File: src/hw/dpe_map.vh
`ifndef DPE_MAP_VH
`define DPE_MAP_VH

// Register byte offsets (one 32-bit word each)
`define DPE_REG_CTRL 8'h00
`define DPE_REG_ANGLE 8'h04
`define DPE_REG_STG1_THR 8'h08
`define DPE_REG_STG1_DLY 8'h0c
`define DPE_REG_STG2_THR 8'h10
`define DPE_REG_STG2_DLY 8'h14
`define DPE_REG_CUTOFF 8'h18
`define DPE_REG_STATUS 8'h1c

// Field positions
`define DPE_CTRL_EN_BIT 0
`define DPE_ANGLE_RCA_LSB 0
`define DPE_ANGLE_CAL_LSB 16
`define DPE_ST_PKP1_BIT 0
`define DPE_ST_OP1_BIT 1
`define DPE_ST_PKP2_BIT 2
`define DPE_ST_OP2_BIT 3
`define DPE_ST_CUT_BIT 4
`define DPE_ST_BLK_BIT 5

// Reset values
`define DPE_RST_CTRL 1'h0
`define DPE_RST_RCA 9'h000
`define DPE_RST_CAL 5'h00
`define DPE_RST_THR 12'h064
`define DPE_RST_DLY1 16'h0032
`define DPE_RST_DLY2 16'h07d0
`define DPE_RST_CUTOFF 16'h0014

// Angle limits: coarse in whole degrees, fine in 0.05 degree steps
`define DPE_RCA_MAX 9'h167
`define DPE_CAL_MAX 5'h13
// Internal angle unit is 1/16 of a fine step (320 per degree)
`define DPE_DEG_UNITS 320
`define DPE_CAL_UNITS 16
`define DPE_QUARTER 18'h07080
`define DPE_CORDIC_ITERS 14
// CORDIC gain 1.64676 in Q14
`define DPE_GAIN 16'h6965
`define DPE_GAIN_SHIFT 14

// Delay step time in ms and clock rate in kHz
`define DPE_STEP_MS 10
`define DPE_CLK_KHZ 250000

`endif

File: src/hw/dpe_stage.v
`timescale 1ns/1ps
`include "dpe_map.vh"

module dpe_stage
(
  // Clock and reset
  input wire core_clk,
  input wire srst,
  // Timing
  input wire stepTick,
  input wire [15:0] delaySteps,
  // Qualified pickup condition
  input wire pickupIn,
  // Indications
  output reg pickup_ff,
  output reg operate_ff
);

  reg [15:0] cnt_ff;
  reg [15:0] nxt_cnt;

  // Delay counter runs while picked up and clears at once when pickup drops
  always @*
  begin
    nxt_cnt = cnt_ff;
    if (!pickupIn)
      nxt_cnt = 16'h0000;
    else if (stepTick && (cnt_ff < delaySteps))
      nxt_cnt = cnt_ff + 16'h0001;
  end

  // Pickup and delayed operate flags
  always @(posedge core_clk)
  begin
    if (srst)
    begin
      cnt_ff <= 16'h0000;
      pickup_ff <= 1'b0;
      operate_ff <= 1'b0;
    end
    else
    begin
      cnt_ff <= nxt_cnt;
      pickup_ff <= pickupIn;
      operate_ff <= pickupIn && (cnt_ff >= delaySteps);
    end
  end

endmodule // dpe_stage

File: src/hw/dpe_top.v
`timescale 1ns/1ps
`include "dpe_map.vh"

// What this block does
// - The effective angle is the coarse characteristic angle plus the fine calibration angle.
// - A stage picks up when P*cos(angle) + Q*sin(angle) exceeds that stage's minimum operate power.
// - The fine calibration angle moves the effective angle in steps of 0.05 degrees.
// - Angles 0, 90, 180 and 270 degrees give active over, reactive over, active under and reactive under power.
// - Each stage takes a signed threshold; positive moves toward operate, negative toward restrain.
// - Thresholds are per unit of three-phase power, base three times VT base times CT base.
// - The element drops out whenever positive-sequence current is below the cutoff level.
// - Stage 1 operate follows its pickup after its own programmable delay.
// - Two stages have independent thresholds and delays and own pickup and operate outputs.
module dpe_top
#(
  parameter PW = 16,
  parameter TICK_CYCLES = `DPE_STEP_MS * `DPE_CLK_KHZ
)
(
  // Clock and reset
  input wire core_clk,
  input wire srst,
  // Avalon-MM slave
  input wire [7:0] avs_address,
  input wire avs_read,
  input wire avs_write,
  input wire [31:0] avs_writedata,
  input wire [3:0] avs_byteenable,
  output reg [31:0] avs_readdata,
  output wire avs_waitrequest,
  // Metering inputs, power in 0.001 pu of the three-phase base
  input wire signed [PW-1:0] activePower,
  input wire signed [PW-1:0] reactivePower,
  input wire [15:0] posSeqCurrent,
  input wire blockIn,
  // Stage indications
  output wire stage1Pickup,
  output wire stage1Operate,
  output wire stage2Pickup,
  output wire stage2Operate
);

  localparam IW = PW + 3;
  localparam S_LOAD = 4'b0001;
  localparam S_QUAD = 4'b0010;
  localparam S_ROT = 4'b0100;
  localparam S_CMP = 4'b1000;

  // Byte-lane merge for register writes
  function [31:0] be_merge;
    input [31:0] old;
    input [31:0] data;
    input [3:0] be;
    integer b;
    begin
      be_merge = old;
      for (b = 0; b < 4; b = b + 1)
        if (be[b])
          be_merge[8*b +: 8] = data[8*b +: 8];
    end
  endfunction

  // Arctangent of 2^-i in internal angle units
  function [17:0] atan_units;
    input [3:0] i;
    begin
      case (i)
        4'h0: atan_units = 18'h03840;
        4'h1: atan_units = 18'h02135;
        4'h2: atan_units = 18'h0118c;
        4'h3: atan_units = 18'h008e8;
        4'h4: atan_units = 18'h00478;
        4'h5: atan_units = 18'h0023d;
        4'h6: atan_units = 18'h0011e;
        4'h7: atan_units = 18'h0008f;
        4'h8: atan_units = 18'h00048;
        4'h9: atan_units = 18'h00024;
        4'ha: atan_units = 18'h00012;
        4'hb: atan_units = 18'h00009;
        4'hc: atan_units = 18'h00004;
        default: atan_units = 18'h00002;
      endcase
    end
  endfunction

  reg ackFf_ff;
  reg enable_ff;
  reg [8:0] rca_ff;
  reg [4:0] cal_ff;
  reg [23:0] thr_ff;
  reg [31:0] dly_ff;
  reg [15:0] cutoff_ff;
  reg [31:0] nxt_rdata;
  reg [31:0] tickCnt_ff;
  reg stepTick_ff;
  reg [3:0] state_ff;
  reg [3:0] iter_ff;
  reg signed [IW-1:0] x_ff;
  reg signed [IW-1:0] y_ff;
  reg signed [17:0] z_ff;
  reg [1:0] raw_ff;
  reg [31:0] curWord;
  wire req;
  wire wrEn;
  wire [31:0] wval;
  wire [31:0] mergedWord;
  wire [31:0] angleSum;
  wire [17:0] effAngle;
  wire cutoffActive;
  wire [1:0] qualPickup;
  wire [1:0] pkp;
  wire [1:0] opr;
  wire signed [IW-1:0] xShift;
  wire signed [IW-1:0] yShift;

  // Slave answers one cycle after the request is seen
  assign req = avs_read | avs_write;
  assign avs_waitrequest = req & ~ackFf_ff;
  assign wrEn = avs_write & ackFf_ff;
  assign wval = be_merge(32'h00000000, avs_writedata, avs_byteenable);
  assign mergedWord = be_merge(curWord, avs_writedata, avs_byteenable); // Unselected lanes keep the register

  // Settings registers; out-of-range angles saturate at the top of range
  always @(posedge core_clk)
  begin
    if (srst)
    begin
      ackFf_ff <= 1'b0;
      enable_ff <= `DPE_RST_CTRL;
      rca_ff <= `DPE_RST_RCA;
      cal_ff <= `DPE_RST_CAL;
      thr_ff <= {`DPE_RST_THR, `DPE_RST_THR};
      dly_ff <= {`DPE_RST_DLY2, `DPE_RST_DLY1};
      cutoff_ff <= `DPE_RST_CUTOFF;
      avs_readdata <= 32'h00000000;
    end
    else
    begin
      ackFf_ff <= req & ~ackFf_ff;
      avs_readdata <= nxt_rdata;
      if (wrEn)
      begin
        case (avs_address)
          `DPE_REG_CTRL:
            if (avs_byteenable[0])
              enable_ff <= avs_writedata[`DPE_CTRL_EN_BIT];
          `DPE_REG_ANGLE:
          begin
            if (avs_byteenable[1:0] == 2'b11)
              rca_ff <= (wval[8:0] > `DPE_RCA_MAX) ? `DPE_RCA_MAX : wval[8:0];
            if (avs_byteenable[2])
              cal_ff <= (wval[20:16] > `DPE_CAL_MAX) ? `DPE_CAL_MAX : wval[20:16];
          end
          `DPE_REG_STG1_THR:
            thr_ff[11:0] <= mergedWord[11:0];
          `DPE_REG_STG1_DLY:
            dly_ff[15:0] <= mergedWord[15:0];
          `DPE_REG_STG2_THR:
            thr_ff[23:12] <= mergedWord[11:0];
          `DPE_REG_STG2_DLY:
            dly_ff[31:16] <= mergedWord[15:0];
          `DPE_REG_CUTOFF:
            cutoff_ff <= mergedWord[15:0];
          default:
            enable_ff <= enable_ff;
        endcase
      end
    end
  end

  // Register word at the bus address; read data only while the read still waits
  always @*
  begin
    curWord = 32'h00000000;
    case (avs_address)
      `DPE_REG_CTRL: curWord[`DPE_CTRL_EN_BIT] = enable_ff;
      `DPE_REG_ANGLE: curWord = {11'h000, cal_ff, 7'h00, rca_ff};
      `DPE_REG_STG1_THR: curWord = {{20{thr_ff[11]}}, thr_ff[11:0]};
      `DPE_REG_STG1_DLY: curWord = {16'h0000, dly_ff[15:0]};
      `DPE_REG_STG2_THR: curWord = {{20{thr_ff[23]}}, thr_ff[23:12]};
      `DPE_REG_STG2_DLY: curWord = {16'h0000, dly_ff[31:16]};
      `DPE_REG_CUTOFF: curWord = {16'h0000, cutoff_ff};
      `DPE_REG_STATUS:
        curWord = {26'h0000000, blockIn, cutoffActive, opr[1], pkp[1], opr[0], pkp[0]};
      default: curWord = 32'h00000000;
    endcase
    nxt_rdata = (avs_read && !ackFf_ff) ? curWord : 32'h00000000;
  end

  // Delay step divider, one pulse per 10 ms
  always @(posedge core_clk)
  begin
    if (srst)
    begin
      tickCnt_ff <= 32'h00000000;
      stepTick_ff <= 1'b0;
    end
    else
    begin
      stepTick_ff <= (tickCnt_ff == TICK_CYCLES - 1);
      tickCnt_ff <= (tickCnt_ff == TICK_CYCLES - 1) ? 32'h00000000 : tickCnt_ff + 32'h00000001;
    end
  end

  // Effective angle = coarse degrees plus fine 0.05 degree steps
  assign angleSum = rca_ff * `DPE_DEG_UNITS + cal_ff * `DPE_CAL_UNITS;
  assign effAngle = angleSum[17:0]; // Largest sum stays below 2^17
  assign xShift = x_ff >>> iter_ff;
  assign yShift = y_ff >>> iter_ff;

  // Rotate (P,Q) by minus the angle; x ends as gain*(P cos + Q sin)
  always @(posedge core_clk)
  begin
    if (srst)
    begin
      state_ff <= S_LOAD;
      iter_ff <= 4'h0;
      x_ff <= {IW{1'b0}};
      y_ff <= {IW{1'b0}};
      z_ff <= 18'sh00000;
      raw_ff <= 2'b00;
    end
    else
    begin
      case (state_ff)
        S_LOAD:
        begin
          x_ff <= {{3{activePower[PW-1]}}, activePower};
          y_ff <= {{3{reactivePower[PW-1]}}, reactivePower};
          z_ff <= effAngle;
          iter_ff <= 4'h0;
          state_ff <= S_QUAD;
        end
        S_QUAD:
          // Whole quarter turns first: 90, 180, 270 degrees map P and Q exactly
          if (z_ff >= $signed(`DPE_QUARTER))
          begin
            x_ff <= y_ff;
            y_ff <= -x_ff;
            z_ff <= z_ff - $signed(`DPE_QUARTER);
          end
          else
            state_ff <= S_ROT;
        S_ROT:
        begin
          if (!z_ff[17])
          begin
            x_ff <= x_ff + yShift;
            y_ff <= y_ff - xShift;
            z_ff <= z_ff - $signed(atan_units(iter_ff));
          end
          else
          begin
            x_ff <= x_ff - yShift;
            y_ff <= y_ff + xShift;
            z_ff <= z_ff + $signed(atan_units(iter_ff));
          end
          iter_ff <= iter_ff + 4'h1;
          if (iter_ff == `DPE_CORDIC_ITERS - 1)
            state_ff <= S_CMP;
        end
        S_CMP:
        begin
          raw_ff <= {x_ff > thrScaled(thr_ff[23:12]), x_ff > thrScaled(thr_ff[11:0])};
          state_ff <= S_LOAD;
        end
        default:
          state_ff <= S_LOAD;
      endcase
    end
  end

  // Threshold scaled by the rotation gain so it compares with x directly
  function signed [IW-1:0] thrScaled;
    input [11:0] thr;
    reg signed [27:0] prod;
    begin
      prod = $signed(thr) * $signed(`DPE_GAIN);
      thrScaled = {{(IW-14){prod[27]}}, prod[27:14]};
    end
  endfunction

  // Drop out below current cutoff, when disabled, or when blocked
  assign cutoffActive = posSeqCurrent < cutoff_ff;
  assign qualPickup = raw_ff & {2{enable_ff & ~blockIn & ~cutoffActive}};

  // Two independent stages
  genvar g;
  generate
    for (g = 0; g < 2; g = g + 1)
    begin : gStage
      dpe_stage uStage
      (
        .core_clk(core_clk),
        .srst(srst),
        .stepTick(stepTick_ff),
        .delaySteps(dly_ff[16*g +: 16]),
        .pickupIn(qualPickup[g]),
        .pickup_ff(pkp[g]),
        .operate_ff(opr[g])
      );
    end
  endgenerate

  assign stage1Pickup = pkp[0];
  assign stage1Operate = opr[0];
  assign stage2Pickup = pkp[1];
  assign stage2Operate = opr[1];

endmodule // dpe_top

File: config.mk
export PLATFORM = sky130hd
export DESIGN_NAME = dpe_top
export DESIGN_NICKNAME = d
export VERILOG_FILES = /design/src/hw/dpe_stage.v /design/src/hw/dpe_top.v
export VERILOG_INCLUDE_DIRS = /design/src /design/src/hw
export SDC_FILE = /design/constraint.sdc
export NUM_CORES = 1
export LEC_CHECK = 0
export ABC_CLOCK_PERIOD_IN_PS = 6200
export BUFFER_PORTS_ARGS = -buffer_cell sky130_fd_sc_hd__buf_2
export CORE_ASPECT_RATIO = 1.75
export CORE_MARGIN = 4
export CORE_UTILIZATION = 50
export DETAILED_ROUTE_END_ITERATION = 7
export GPL_TIMING_DRIVEN = 0
export PLACE_DENSITY_LB_ADDON = 0.1
export SYNTH_ARGS = -nofsm -noshare
export SYNTH_HDL_FRONTEND = slang
export SYNTH_HIERARCHICAL = 1
export SYNTH_SLANG_ARGS = --single-unit
File: constraint.sdc
create_clock -name core_clk -period 6.2 [get_ports core_clk]
set_input_delay 0.31 -clock core_clk [delete_from_list [all_inputs] [get_ports core_clk]]
set_output_delay 0.31 -clock core_clk [all_outputs]
set_load 0.005 [all_outputs]
* Word-level counts from Yosys, hierarchy flattened
Memories as Yosys holds them, arrays and structs flattened. A register that Yosys moved wholly into a read port is not among the register bits.
Index checks and enable logic that the tools add are counted.
** Operators by class
- Multiply operators :: 3
- Bitwise gates (word level) :: 12
- Shift-type cells :: 2
- Muxes and demuxes :: 32
- Reductions and logical operators :: 23
- Add/subtract/negate cells :: 13
- Eq/ne operators :: 17
- Magnitude comparators :: 10
** Operators with widths (number)
- $pmux 31 s7 :: 1
- $mux 18 :: 8
- $pmux 19 s3 :: 2
- $mux 19 :: 4
- $mul 12x16->28 const B :: 2
- $pmux 18 s3 :: 1
- $lt 16x16->1 :: 3
- $add 19x19->19 :: 2
- $gt 19x14->1 :: 2
- $sshr 19x4->19 :: 2
- $sub 19x19->19 :: 2
- $add 16x1->16 const B :: 2
- $add 32x1->32 const B :: 1
- $eq 32x22->1 const B :: 1
- $eq 8x5->1 const B :: 4
- $ge 16x16->1 :: 2
- $mux 4 :: 6
- $mux 8 :: 3
- $neg 19->19 :: 1
- $add 18x18->18 :: 1
- $add 18x9->18 :: 1
- $ge 18x16->1 const B :: 1
- $sub 18x16->18 const B :: 1
- $sub 18x18->18 :: 1
- other kinds (30) :: 58
** Storage, ports and cells
- Input port bits :: 97
- Word-level logic and storage cells :: 138
- ROM bits :: 448
- Output and inout bits :: 37
- Flip-flop bits (word level) :: 255
- Memories :: 2
** Memory list
- (name not given) :: words 16, width 14, read ports 1, clocked after Yosys merged registers in 1, wr ports 0, RTL line dpe_top.v:67 : case (i)
- (name not given) :: words 16, width 14, read ports 1, clocked after Yosys merged registers in 1, wr ports 0, RTL line dpe_top.v:67

* Logic depth before layout (Yosys ltp)
Gate-level depths: netlist (run 1).
- Word-level depth :: 6
- Depth in mapped cells :: 31
- Depth with buffers taken out :: 31

* Modules after synthesis
Netlist (run 1), hierarchy kept.
** Modules (own cells, without submodules)
- dpe_top :: cells an instance 2678, area each 22376.5 µm², sequential area each 4464.3 µm², instances 1
- dpe_stage :: cells an instance 174, area each 1524.0 µm², sequential area each 360.3 µm², instances 2

* Worst setup path after synthesis (run 1)
No wires, ideal clock.
- Path kind :: register -> register
- From :: reg thr_ff[4]
- To :: reg raw_ff[0]
- Cell stages (with the launch flop) :: 32
- Library setup time :: 146 ps
- Path buffers :: 0
- Arrival :: 6225 ps
- Setup slack :: -171 ps
- Required time :: 6054 ps
- Period minus slack after synthesis :: 6371 ps
- Cell sequence :: dfxtp_1 > inv_1 > ha_1 > inv_1 > ha_1 > inv_1 > fa_1 > inv_1 > fa_1 > inv_1 > fa_1 > inv_1 > ha_1 > or4_1 > a211o_1 > o211ai_1 > a21oi_1 > or3_1 > a31o_2 > and2_1 > o21ai_0 > nand2b_1 > xnor2_1 > ha_1 > o21ai_0 > nand2b_1 > a21oi_1 > o21ai_0 > a21oi_1 > nor2_1 > o21ai_0 > a21oi_1
** Between the ends
- Word-level cells in the longest chain between the ends :: 2
** Ends and longest elaborated chain
- from (decl) :: RTL line dpe_top.v:90 : reg [23:0] thr_ff;
- from (signal assigned) :: RTL line dpe_top.v:132 : thr_ff <= {`DPE_RST_THR, `DPE_RST_THR};
- from (signal assigned) :: RTL line dpe_top.v:155 : thr_ff[11:0] <= mergedWord[11:0];
- $mul 12x16->28 :: RTL line dpe_top.v:278 : prod = $signed(thr) * $signed(`DPE_GAIN);
- $gt 19x14->1 :: RTL line dpe_top.v:264 : raw_ff <= {x_ff > thrScaled(thr_ff[23:12]), x_ff > thrScaled(thr_ff[11:0])};
- to (signal assigned) :: RTL line dpe_top.v:264
- to (decl) :: RTL line dpe_top.v:101 : reg [1:0] raw_ff;
Every way passes these cells.
A chain may end at the register's enable or synchronous reset.

* Worst setup path after layout (run 1)
- From :: reg thr_ff[19]
- To :: reg raw_ff[1]
The elaborated chain is that of the path after synthesis.

==> results of run 1 <==
[worst max-delay path: stages, from the launching register on]
cell	delay [ns]
dfxtp_1	0.60
ha_1	0.34
ha_1	0.32
fa_1	0.56
inv_1	0.07
fa_1	0.46
fa_1	0.51
inv_1	0.04
ha_1	0.33
a21o_1	0.21
a21oi_2	0.14
o21ai_2	0.08
a22o_1	0.20
a211o_1	0.26
a21oi_2	0.19
nor2b_1	0.08
buf_4	0.13
a211o_1	0.26
a21oi_2	0.15
xor2_1	0.09
ha_1	0.30
nand2_1	0.06
nor4_1	0.28
a211o_1	0.22
a21oi_1	0.09
nor2b_1	0.15
a211oi_1	0.08
[per-layer routing]
layer	track usage, %	vias up	part of all wire, %	wire length (um)
li1	-	11000	-	-
met3	5.33	445	6.0	5470
met1	32.6	11300	34	30600
met5	0	-	0.011	10
met4	29.1	2	11	10200
met2	57.9	1058	49	45000
[final timing paths]
path                    startpoint             to  depth (start not counted)
hold reg to reg      tickCnt_ff[0]  tickCnt_ff[0]                          1
setup / recovery        thr_ff[19]      raw_ff[1]                         26
hold / removal    reactivePower[5]        y_ff[5]                          3
setup reg to reg        thr_ff[19]      raw_ff[1]                         26
[cell type report]
| class | instances | share of cell area, % |
|---|---|---|
| sequential | 259 | 18.3 |
| timing repair buffer | 174 | 3.63 |
| multi-input combinational | 2292 | 64.9 |
| clock inverter | 12 | 0.724 |
| buffer | 137 | 2.54 |
| clock buffer | 35 | 2.57 |
| inverter | 337 | 4.41 |
| antenna | 2 | 0.0174 |
| tap | 666 | 2.90 |
[state kept, by name, indices dropped and copies added (netlist names), named ones only]
| register | flops |
|---|---|
| state_ff | 4 |
| enable_ff | 1 |
| ackFf_ff | 1 |
| avs_readdata | 22 |
| cal_ff | 5 |
| raw_ff | 2 |
| x_ff | 19 |
| gStage.uStage/operate_ff | 2 |
| tickCnt_ff | 32 |
| gStage.uStage/pickup_ff | 2 |
| rca_ff | 9 |
| cutoff_ff | 16 |
| thr_ff | 24 |
| stepTick_ff | 1 |
| dly_ff | 32 |
| z_ff | 18 |
| gStage.uStage/cnt_ff | 32 |
| iter_ff | 4 |
| y_ff | 19 |
[repair_timing]
action,CTS,global route
endpoints found under the hold margin,4,0
endpoints found under the setup margin,4,5
buffers inserted,44,4
gates resized for setup,82,19
pin swaps,58,30
hold buffers,4,0
[cell usage after synthesis, drive strengths merged, types with 32 or more instances]
| master | count | share of area (%) |
|---|---|---|
| dfxtp | 259 | 20 |
| clkbuf | 88 | 1.3 |
| nand2b | 47 | 1.2 |
| xnor2 | 75 | 2.6 |
| ha | 332 | 16 |
| nand3 | 63 | 1.3 |
| mux4 | 44 | 4.1 |
| inv | 335 | 4.9 |
| a211oi | 32 | 0.94 |
| buf | 49 | 1.5 |
| a21oi | 208 | 4.1 |
| xor2 | 90 | 3.1 |
| fa | 101 | 8.0 |
| mux2i | 67 | 2.6 |
| o21ai | 119 | 2.3 |
| nand4 | 32 | 0.95 |
| nor2 | 251 | 3.7 |
| a21o | 46 | 1.4 |
| nor3 | 73 | 1.5 |
| nand2 | 284 | 4.2 |
| nor4 | 41 | 1.5 |
[power by group]
part	switching [mW]	internal [mW]	leakage [nW]	total [mW]
sequential	0.211	1.74	2.11	1.95
combinational	1.50	1.01	10.2	2.50
clock	0.755	1.05	0.461	1.80
[cells by family (layout without fill, tap and decap cells)]
group / Yosys count / in the layout
muxes: 127 / 127
xor gates and xnor gates: 165 / 165
AOI/OAI and AO/OA: 626 / 626
and+or+nand+nor: 941 / 941
DFF: 259 / 259
buffers and inverters: 475 / 695
other: 0 / 2
adders and majority gates: 433 / 433
[metrics by stage]
stage	hold WS (ns)	power (mW)	instance area [um2]
final	0.0384	6.26	28700
after global routing	0.0431	6.56	28700
after CTS	0.00803	6.21	28600
after detailed placement	0.473	4.38	26900
after global placement	0.447	4.32	26900
after floorplan	0.430	3.64	25400
==> impl_results.md, run 1 <==
- Status: complete, but fails checks
- Failing checks: setup timing
- CP max FO: 8
- Worst EP required: 6.64 ns
- Pwr/cell area: 218 nW/um2
- CP Class: register to register
- H-tree levels: 1
- Post-Route WL: 91.3 mm
- Syn_nets: 3556
- Vias: 23.9k
- Fmax: 0.158 GHz
- RSZ-0062 raised after global routing: yes
- Hold Fails Final Rpt: 0
- Synth Area in XOR/XNOR: 5.68%
- Starting Density: 50.4%
- Clock sink count: 259
- Vias in the first global route: 25.0k
- CTS Buffer Depth: 3
- Adder-Cell Fraction of Synth Area: 24.3%
- CTS tree: built
- Mux cell area share after synthesis: 7.44%
- Core area: 50500 um2
- Leak Pwr: 12.8 nW
- Boundary pin count: 134
- Top FF cell, synth: dfxtp_1
- Most frequent cells in the layout: inv_1, ha_1, nand2_1
- Seq/Total Area, Yosys: 20.4%
- Clock transition at path regs: 0.07 ns
- Share of synthesized registers carrying an async set or reset: 0%
- Pre-CTS setup slack: -0.747 ns
- Clock Latency Late Sink: 0.60 ns
- Total track usage: 32.9%
- Fin Setup TNS: -0.201 ns
- Largest family of logic cells by synthesized area: adder cells
- Worst-Margin Slew: 1.41 ns
- Iteration-0 DRC count of the detailed router: 1570
- CP arrival: 6.77 ns
- Final setup viols: 2
- Worst setup EP type: register
- YS warnings: 6
- FP Rows: 109
- Clk_skew: 0.0372 ns
- VDD IR max: 0.000209 V
- Non-filler cells in the finished layout: 3914
- Complex-gate fraction of the synthesized area: 16.0%
- Setup WS post-layout: -0.126 ns
- Util after Layout: 56.9%
- Grt total ovfl: 0
- Post-Synth Simple-Gate Area: 18.4%
- Placed cells: 3814
- Drt drc: 0
- GP Congestion: 1.03
- Synth Instances: 3026
- Number of synthesized flops with an enable pin: 0
- Post-route ant nets: 0
- Most common cell after layout, fill and taps aside: inv_1
- Nets: 3759
- TritonCTS buffer count: 28
- Fraction of layout cells with a size suffix above 1: 13.6%
- HP Class: primary input to register
- Die height: 306 um
- Startpoint Class: register
- Max-cap violations: 0
- Die area: 54700 um2
- Clock root buffer: clkbuf_16
- HPWL after detailed placement: 71.8 mm
- Netlist Area Pre-Place: 25400 um2
- WL/cell: 23.3 um
- Synth cell types: 92
- First-pass GRT wire length: 140 mm
- Seq. cell area: 5240 um2
- Die X: 178 um
- Register-to-register setup slack: -0.13 ns
- Vias per cell: 6.10
- Fin crit period: 6.33 ns
- IO buf count: 119
- Relative slew slack: 5.14%
- Tcrit/Tclk final: 102%
- Avg Inst Size Synth: 8.40 um2
- Flop and latch count out of synthesis: 259
- Slew Viols, Final: 0
- Number of fill cells: 4738
- Largest net degree at the start of global routing: 20
- Area Overhead vs Synth: 12.8%
- DRT Pass-1 Iters: 6
- Multi-input logic area: 18600 um2
- Antenna violations before repair: 2
(Power assumes the default switching activity.)
==> run 2, diff against run 1 <==
--- a/config.mk
+++ b/config.mk
@@ -6,10 +6,9 @@
 export SDC_FILE = /design/constraint.sdc
 export NUM_CORES = 1
 export LEC_CHECK = 0
-export ABC_CLOCK_PERIOD_IN_PS = 6200
+export ABC_CLOCK_PERIOD_IN_PS = 5500
 export BUFFER_PORTS_ARGS = -buffer_cell sky130_fd_sc_hd__buf_2
 export CORE_ASPECT_RATIO = 1.75
-export CORE_MARGIN = 4
 export CORE_UTILIZATION = 50
 export DETAILED_ROUTE_END_ITERATION = 7
 export GPL_TIMING_DRIVEN = 0
==> constraint.sdc (replaced) <==
create_clock -name core_clk -period 5.5 [get_ports core_clk]
set_input_delay 0.275 -clock core_clk [delete_from_list [all_inputs] [get_ports core_clk]]
set_output_delay 0.275 -clock core_clk [all_outputs]
set_load 0.005 [all_outputs]
==> run 2 against run 1 <==
Against the previous run: the flow still finishes with violations (setup timing); global-route usage up 2.5 points; critical path depth increased by 3; setup slack got worse by 0.77 ns; final cell count shrank 0.77%; die area decreased by 5.3%; maximum frequency shrank 1.2%; via count shrank 1.8%; critical path type unchanged.
==> impl_results.md, run 2 (synthesized netlist as in run 1, its figures left out) <==
- Switching Fraction: 40.4% (was 39.4%)
- Fmax: 0.156 GHz (was 0.158 GHz)
- Relative slew slack: 14.5% (was 5.14%)
- Clk_skew: 0.0307 ns (was 0.0372 ns)
- Iteration-0 DRC count of the detailed router: 1606 (was 1570)
- RSZ-0062 raised after global routing: yes (unchanged)
- Crit-path max cell delay: 0.58 ns (was 0.60 ns)
- CTS Buffer Depth: 3 (unchanged)
- Met2 WL: 45.6 mm (was 45.0 mm)
- Die area: 51800 um2 (was 54700 um2)
- Failing checks: setup timing (unchanged)
- CP max FO: 4 (was 8)
- Register-to-register setup slack: -0.90 ns (was -0.13 ns)
- M1 WL: 31.7 mm (was 30.6 mm)
- Clock Latency Late Sink: 0.58 ns (was 0.60 ns)
- Pint: 4.12 mW (was 3.79 mW)
- Leak Pwr: 12.6 nW (was 12.8 nW)
- Psw: 2.79 mW (was 2.46 mW)
- GP Congestion: 0.990 (was 1.03)
- Setup WS post-layout: -0.900 ns (was -0.126 ns)
- Vias: 23.4k (was 23.9k)
- HPWL after detailed placement: 73.2 mm (was 71.8 mm)
- Clock power share: 26.9% (was 28.8%)
- CP top delay family: adder cells (unchanged)
- CP arrival: 6.81 ns (was 6.77 ns)
- Die X: 172 um (was 178 um)
- Setup crit start: thr_ff[11] (was thr_ff[19])
- CTS tree: built (unchanged)
- Area Overhead vs Synth: 11.6% (was 12.8%)
- Drt drc: 0 (unchanged)
- Vias per cell: 6.04 (was 6.10)
- HP Class: primary input to register (unchanged)
- Wire length on met3: 4.91 mm (was 5.47 mm)
- CP Buf/Inv Count: 5 (was 3)
- Sequential power share: 31.7% (was 31.1%)
- Worst EP required: 5.91 ns (was 6.64 ns)
- Die height: 300 um (was 306 um)
- Largest net degree at the start of global routing: 20 (unchanged)
- Most frequent cells in the layout: inv_1, ha_1, nand2_1 (unchanged)
- Largest regs: dly_ff (32), gStage.uStage/cnt_ff (32), tickCnt_ff (32) (unchanged)
- Most common cell after layout, fill and taps aside: inv_1 (unchanged)
- Nets: 3728 (was 3759)
- RR Startpoint: thr_ff[11] (was thr_ff[19])
- First-pass GRT wire length: 137 mm (was 140 mm)
- Placed cells: 3814 (unchanged)
- Startpoint Class: register (unchanged)
- Logic pwr share: 41.4% (was 40.0%)
- Final setup viols: 2 (unchanged)
- CP Class: register to register (unchanged)
- Max-cap violations: 0 (unchanged)
- Post-Route WL: 90.8 mm (was 91.3 mm)
- Antenna Cells: 0 (was 2)
- CP max stage cell: fa_2 (was dfxtp_1)
- Pwr/cell area: 244 nW/um2 (was 218 nW/um2)
- Core area: 50300 um2 (was 50500 um2)
- HP Start: reactivePower[2] (was reactivePower[5])
- Post-route ant nets: 0 (unchanged)
- Non-filler cells in the finished layout: 3884 (was 3914)
- Slew Viols, Final: 0 (unchanged)
- Status: complete, but fails checks (unchanged)
- Worst Hold Margin: 0.0182 ns (was 0.0384 ns)
- IO buf count: 119 (unchanged)
- Vias in the first global route: 23.9k (was 25.0k)
- Fraction of layout cells with a size suffix above 1: 13.1% (was 13.6%)
- Util after Layout: 56.4% (was 56.9%)
- Fin crit period: 6.40 ns (was 6.33 ns)
- H-tree levels: 1 (unchanged)
- WL/cell: 23.4 um (was 23.3 um)
- VDD IR max: 0.000279 V (was 0.000209 V)
- TritonCTS buffer count: 26 (was 28)
- FP Rows: 109 (unchanged)
- DRT Pass-1 Iters: 6 (unchanged)
- Antenna violations before repair: 2 (unchanged)
- Clock sink count: 259 (unchanged)
- Clock root buffer: clkbuf_16 (unchanged)
- Worst-Margin Slew: 1.27 ns (was 1.41 ns)
- Clock transition at path regs: 0.07 ns (about the same)
- Grt total ovfl: 0 (unchanged)
- Hold Fails Final Rpt: 0 (unchanged)
- Max layer used: met5 (unchanged)
- Tcrit/Tclk final: 116% (was 102%)
- Total track usage: 35.4% (was 32.9%)
- Boundary pin count: 134 (unchanged)
- Starting Density: 50.5% (was 50.4%)
- Worst setup EP type: register (unchanged)
## run 2: worst reg2reg max path, delay by kind of cell, from the launching register on
family / cells / cell delay [ns]
AOI/OAI and AO/OA: 10 / 1.27
xor gates and xnor gates: 1 / 0.15
and+or+nand+nor: 6 / 0.97
adders and majority gates: 7 / 3.02
DFF: 1 / 0.40
buffers and inverters: 5 / 0.44
## run 2: area by class of cell
class,instances,area (um2)
buffer,135,724
clock buffer,40,773
clock inverter,8,86.3
fill,4645,22000
inverter,337,1270
multi-input combinational,2292,18600
sequential,259,5250
tap,666,833
timing repair buffer,147,811
## run 2: final timing paths
| kind | end | depth (start not counted) |
|---|---|---|
| worst min-delay path | y_ff[2] | 3 |
| worst min register to register | tickCnt_ff[0] | 1 |
| worst max register to register | raw_ff[0] | 29 |
| worst max-delay path | raw_ff[0] | 29 |
## run 2: power groups by stage
stage	sequential [mW]	combinational [mW]	clock [mW]
finish	2.19	2.86	1.86
global placement	2.22	2.69	0
floorplan	2.10	2.00	0
detailed placement	2.22	2.74	0
global route	2.19	3.11	1.94
CTS	2.18	2.77	1.88
## run 2: what timing repair did
item / CTS / global route
setup endpoints to repair: 23 / 14
pin swaps: 12 / 14
hold buffers: 2 / 0
hold endpoints to repair: 2 / 0
setup buffers: 12 / 11
gates cloned: 0 / 0
resized for setup: 24 / 25
## run 2: metrics by stage
step	setup TNS [ns]	total power, mW	cell area (um2)	setup slack (ns)
after floorplan	-0.623	4.10	25700	-0.322
after global placement	-9.39	4.91	27100	-1.11
after detailed placement	-10.56	4.96	27200	-1.25
after CTS	-1.90	6.82	28200	-0.955
after global routing	-2.35	7.24	28400	-1.20
final	-1.75	6.91	28400	-0.900
## run 2: routing by layer
layer  GRT usage (%)  up-vias
met4            28.1        4
met5               0        -
li1                -    11000
met2            63.7      933
met1            36.2    11200
met3            4.61      373
==> run 3, diff against run 2 <==
--- a/config.mk
+++ b/config.mk
@@ -8,6 +8,7 @@
 export LEC_CHECK = 0
 export ABC_CLOCK_PERIOD_IN_PS = 5500
 export BUFFER_PORTS_ARGS = -buffer_cell sky130_fd_sc_hd__buf_2
+export CAP_MARGIN = 0
 export CORE_ASPECT_RATIO = 1.75
 export CORE_UTILIZATION = 50
 export DETAILED_ROUTE_END_ITERATION = 7
@@ -17,3 +18,4 @@
 export SYNTH_HDL_FRONTEND = slang
 export SYNTH_HIERARCHICAL = 1
 export SYNTH_SLANG_ARGS = --single-unit
+export TNS_END_PERCENT = 50
==> run 3 against run 2 <==
Against the previous run: power is 11% higher; clock skew is 0.0037 ns lower; critical path type unchanged; the flow finishes with violations (DRC, setup timing); largest power group unchanged; largest cell class unchanged; first-iteration DRC count rose by 3.4%.
==> impl_results.md, run 3 (synthesized netlist as in run 1, its figures left out) <==
- Non-filler cells in the finished layout: 3900 (was 3884)
- WL/cell: 25.3 um (was 23.4 um)
- Total track usage: 38.4% (was 35.4%)
- Tcrit/Tclk final: 116% (about the same)
- Fraction of layout cells with a size suffix above 1: 13.8% (was 13.1%)
- Most frequent cells in the layout: inv_1, ha_1, nand2_1 (unchanged)
- Max-cap violations: 0 (unchanged)
- Clk_skew: 0.0270 ns (was 0.0307 ns)
- GP Congestion: 1.07 (was 0.990)
- Largest regs: dly_ff (32), gStage.uStage/cnt_ff (32), tickCnt_ff (32) (unchanged)
- Fin crit period: 6.40 ns (about the same)
- Clock root buffer: clkbuf_16 (unchanged)
- Hold Fails Final Rpt: 0 (unchanged)
- Iteration-0 DRC count of the detailed router: 1661 (was 1606)
- HP Class: primary input to register (unchanged)
- Util after Layout: 57.2% (was 56.4%)
- Number of fill cells: 4623 (was 4645)
- Tot Pwr: 7.68 mW (was 6.91 mW)
- Boundary pin count: 134 (unchanged)
- Leak Pwr: 12.8 nW (was 12.6 nW)
- Final setup viols: 2 (unchanged)
- Seq. cell area: 5250 um2 (about the same)
- TritonCTS buffer count: 29 (was 26)
- Placed cells: 3814 (unchanged)
- Failing checks: DRC, setup timing (was setup timing)
- Vias per cell: 6.13 (was 6.04)
- H-tree levels: 1 (unchanged)
- Fmax: 0.156 GHz (about the same)
- Starting Density: 50.5% (unchanged)
- Most common cell after layout, fill and taps aside: inv_1 (unchanged)
- IO buf count: 119 (unchanged)
- Clock sink count: 259 (unchanged)
- VDD IR max: 0.000228 V (was 0.000279 V)
- Status: complete, but fails checks (unchanged)
- Die X: 172 um (unchanged)
- Antenna violations before repair: 8 (was 2)
- Nets: 3739 (was 3728)
- Vias: 23.9k (was 23.4k)
- Core area: 50300 um2 (unchanged)
- Post-route ant nets: 0 (unchanged)
- Area Overhead vs Synth: 13.2% (was 11.6%)
- Worst EP required: 6.00 ns (was 5.91 ns)
- Post-Route WL: 98.6 mm (was 90.8 mm)
- Worst setup EP type: register (unchanged)
- CP max FO: 3 (was 4)
- Startpoint Class: register (unchanged)
- Relative slew slack: 16.9% (was 14.5%)
- Clock Latency Late Sink: 0.61 ns (was 0.58 ns)
- Setup WS post-layout: -0.901 ns (was -0.900 ns)
- Die height: 300 um (unchanged)
- Worst-Margin Slew: 1.24 ns (was 1.27 ns)
- CTS tree: built (unchanged)
- Largest net degree at the start of global routing: 16 (was 20)
- RSZ-0062 raised after global routing: yes (unchanged)
- FP Rows: 109 (unchanged)
- First-pass GRT wire length: 146 mm (was 137 mm)
- Fin Setup TNS: -1.70 ns (was -1.75 ns)
- CP arrival: 6.90 ns (was 6.81 ns)
- Die area: 51800 um2 (unchanged)
- Clock transition at path regs: 0.07 ns (about the same)
- CP Class: register to register (unchanged)
- Drt drc: 21 (was 0)
- HPWL after detailed placement: 75.9 mm (was 73.2 mm)
- Vias in the first global route: 24.8k (was 23.9k)
- CTS Buffer Depth: 3 (unchanged)
- Pwr/cell area: 267 nW/um2 (was 244 nW/um2)
- Slew Viols, Final: 0 (unchanged)
- Multi-input logic area: 18700 um2 (was 18600 um2)
- Grt total ovfl: 0 (unchanged)
- DRT Pass-1 Iters: 8 (was 6)
run 3: metrics by stage:
stage                     worst slack [ns]  area (um2)  hold WS [ns]
after CTS                           -0.877       28600       0.00235
after global placement               -1.11       27100         0.444
after global routing                 -1.13       28800        0.0354
after floorplan                     -0.322       25700         0.411
after detailed placement             -1.21       27100         0.456
final                               -0.901       28800        0.0261
run 3: critical path, stage by stage (launching register included):
cell and delay (ns):
dfxtp_4 0.35, fa_2 0.58, inv_2 0.05, fa_2 0.58
inv_2 0.04, fa_1 0.46, fa_1 0.55, inv_2 0.05
fa_1 0.50, inv_2 0.05, ha_4 0.28, o21ai_1 0.07
a21oi_1 0.19, and2_1 0.18, a21oi_1 0.09, or3_1 0.38
nand2_1 0.09, nor2_1 0.05, xor2_1 0.14, ha_1 0.29
nand4_1 0.15, o31ai_1 0.29, o31ai_1 0.10, a211o_1 0.34
a21oi_2 0.16, nor2b_1 0.06, a211oi_1 0.22
run 3: report_power, final:
part,leakage [nW],switching [mW],internal (mW)
Sequential,2.11,0.314,1.96
Combinational,10.1,1.93,1.18
Clock,0.540,0.918,1.38
run 3: cell type report:
type / count / share of cell area, %
plain buffers: 137 / 2.63
multi-input cells: 2292 / 65.0
clock buffers: 37 / 2.84
flip-flops and latches: 259 / 18.2
well taps: 666 / 2.89
clock inverters: 16 / 0.978
inverters: 337 / 4.40
diodes: 3 / 0.0261
repair buffers: 153 / 3.05
run 3: layer usage:
| layer | track usage (%) | vias up | share of wire (%) |
|---|---|---|---|
| met5 | 0 | - | 0.043 |
| met4 | 37.8 | 6 | 12 |
| met3 | 10.1 | 511 | 7.6 |
| met2 | 65.8 | 1011 | 48 |
| met1 | 36.1 | 11400 | 33 |
| li1 | - | 11000 | - |
run 3: final timing paths:
kind                   start            end  slack, ns  cells after the start
max               thr_ff[21]      raw_ff[1]      -0.90                     26
min          activePower[14]       x_ff[14]       0.03                      3
max reg2reg       thr_ff[21]      raw_ff[1]      -0.90                     26
min reg2reg    tickCnt_ff[0]  tickCnt_ff[0]       0.48                      1
run 3: timing repair:
action,CTS,global route
setup buffers,15,5
endpoints found under the setup margin,22,17
resized for setup,44,48
endpoints found under the hold margin,11,0
hold buffers,11,0
pin swaps,29,28
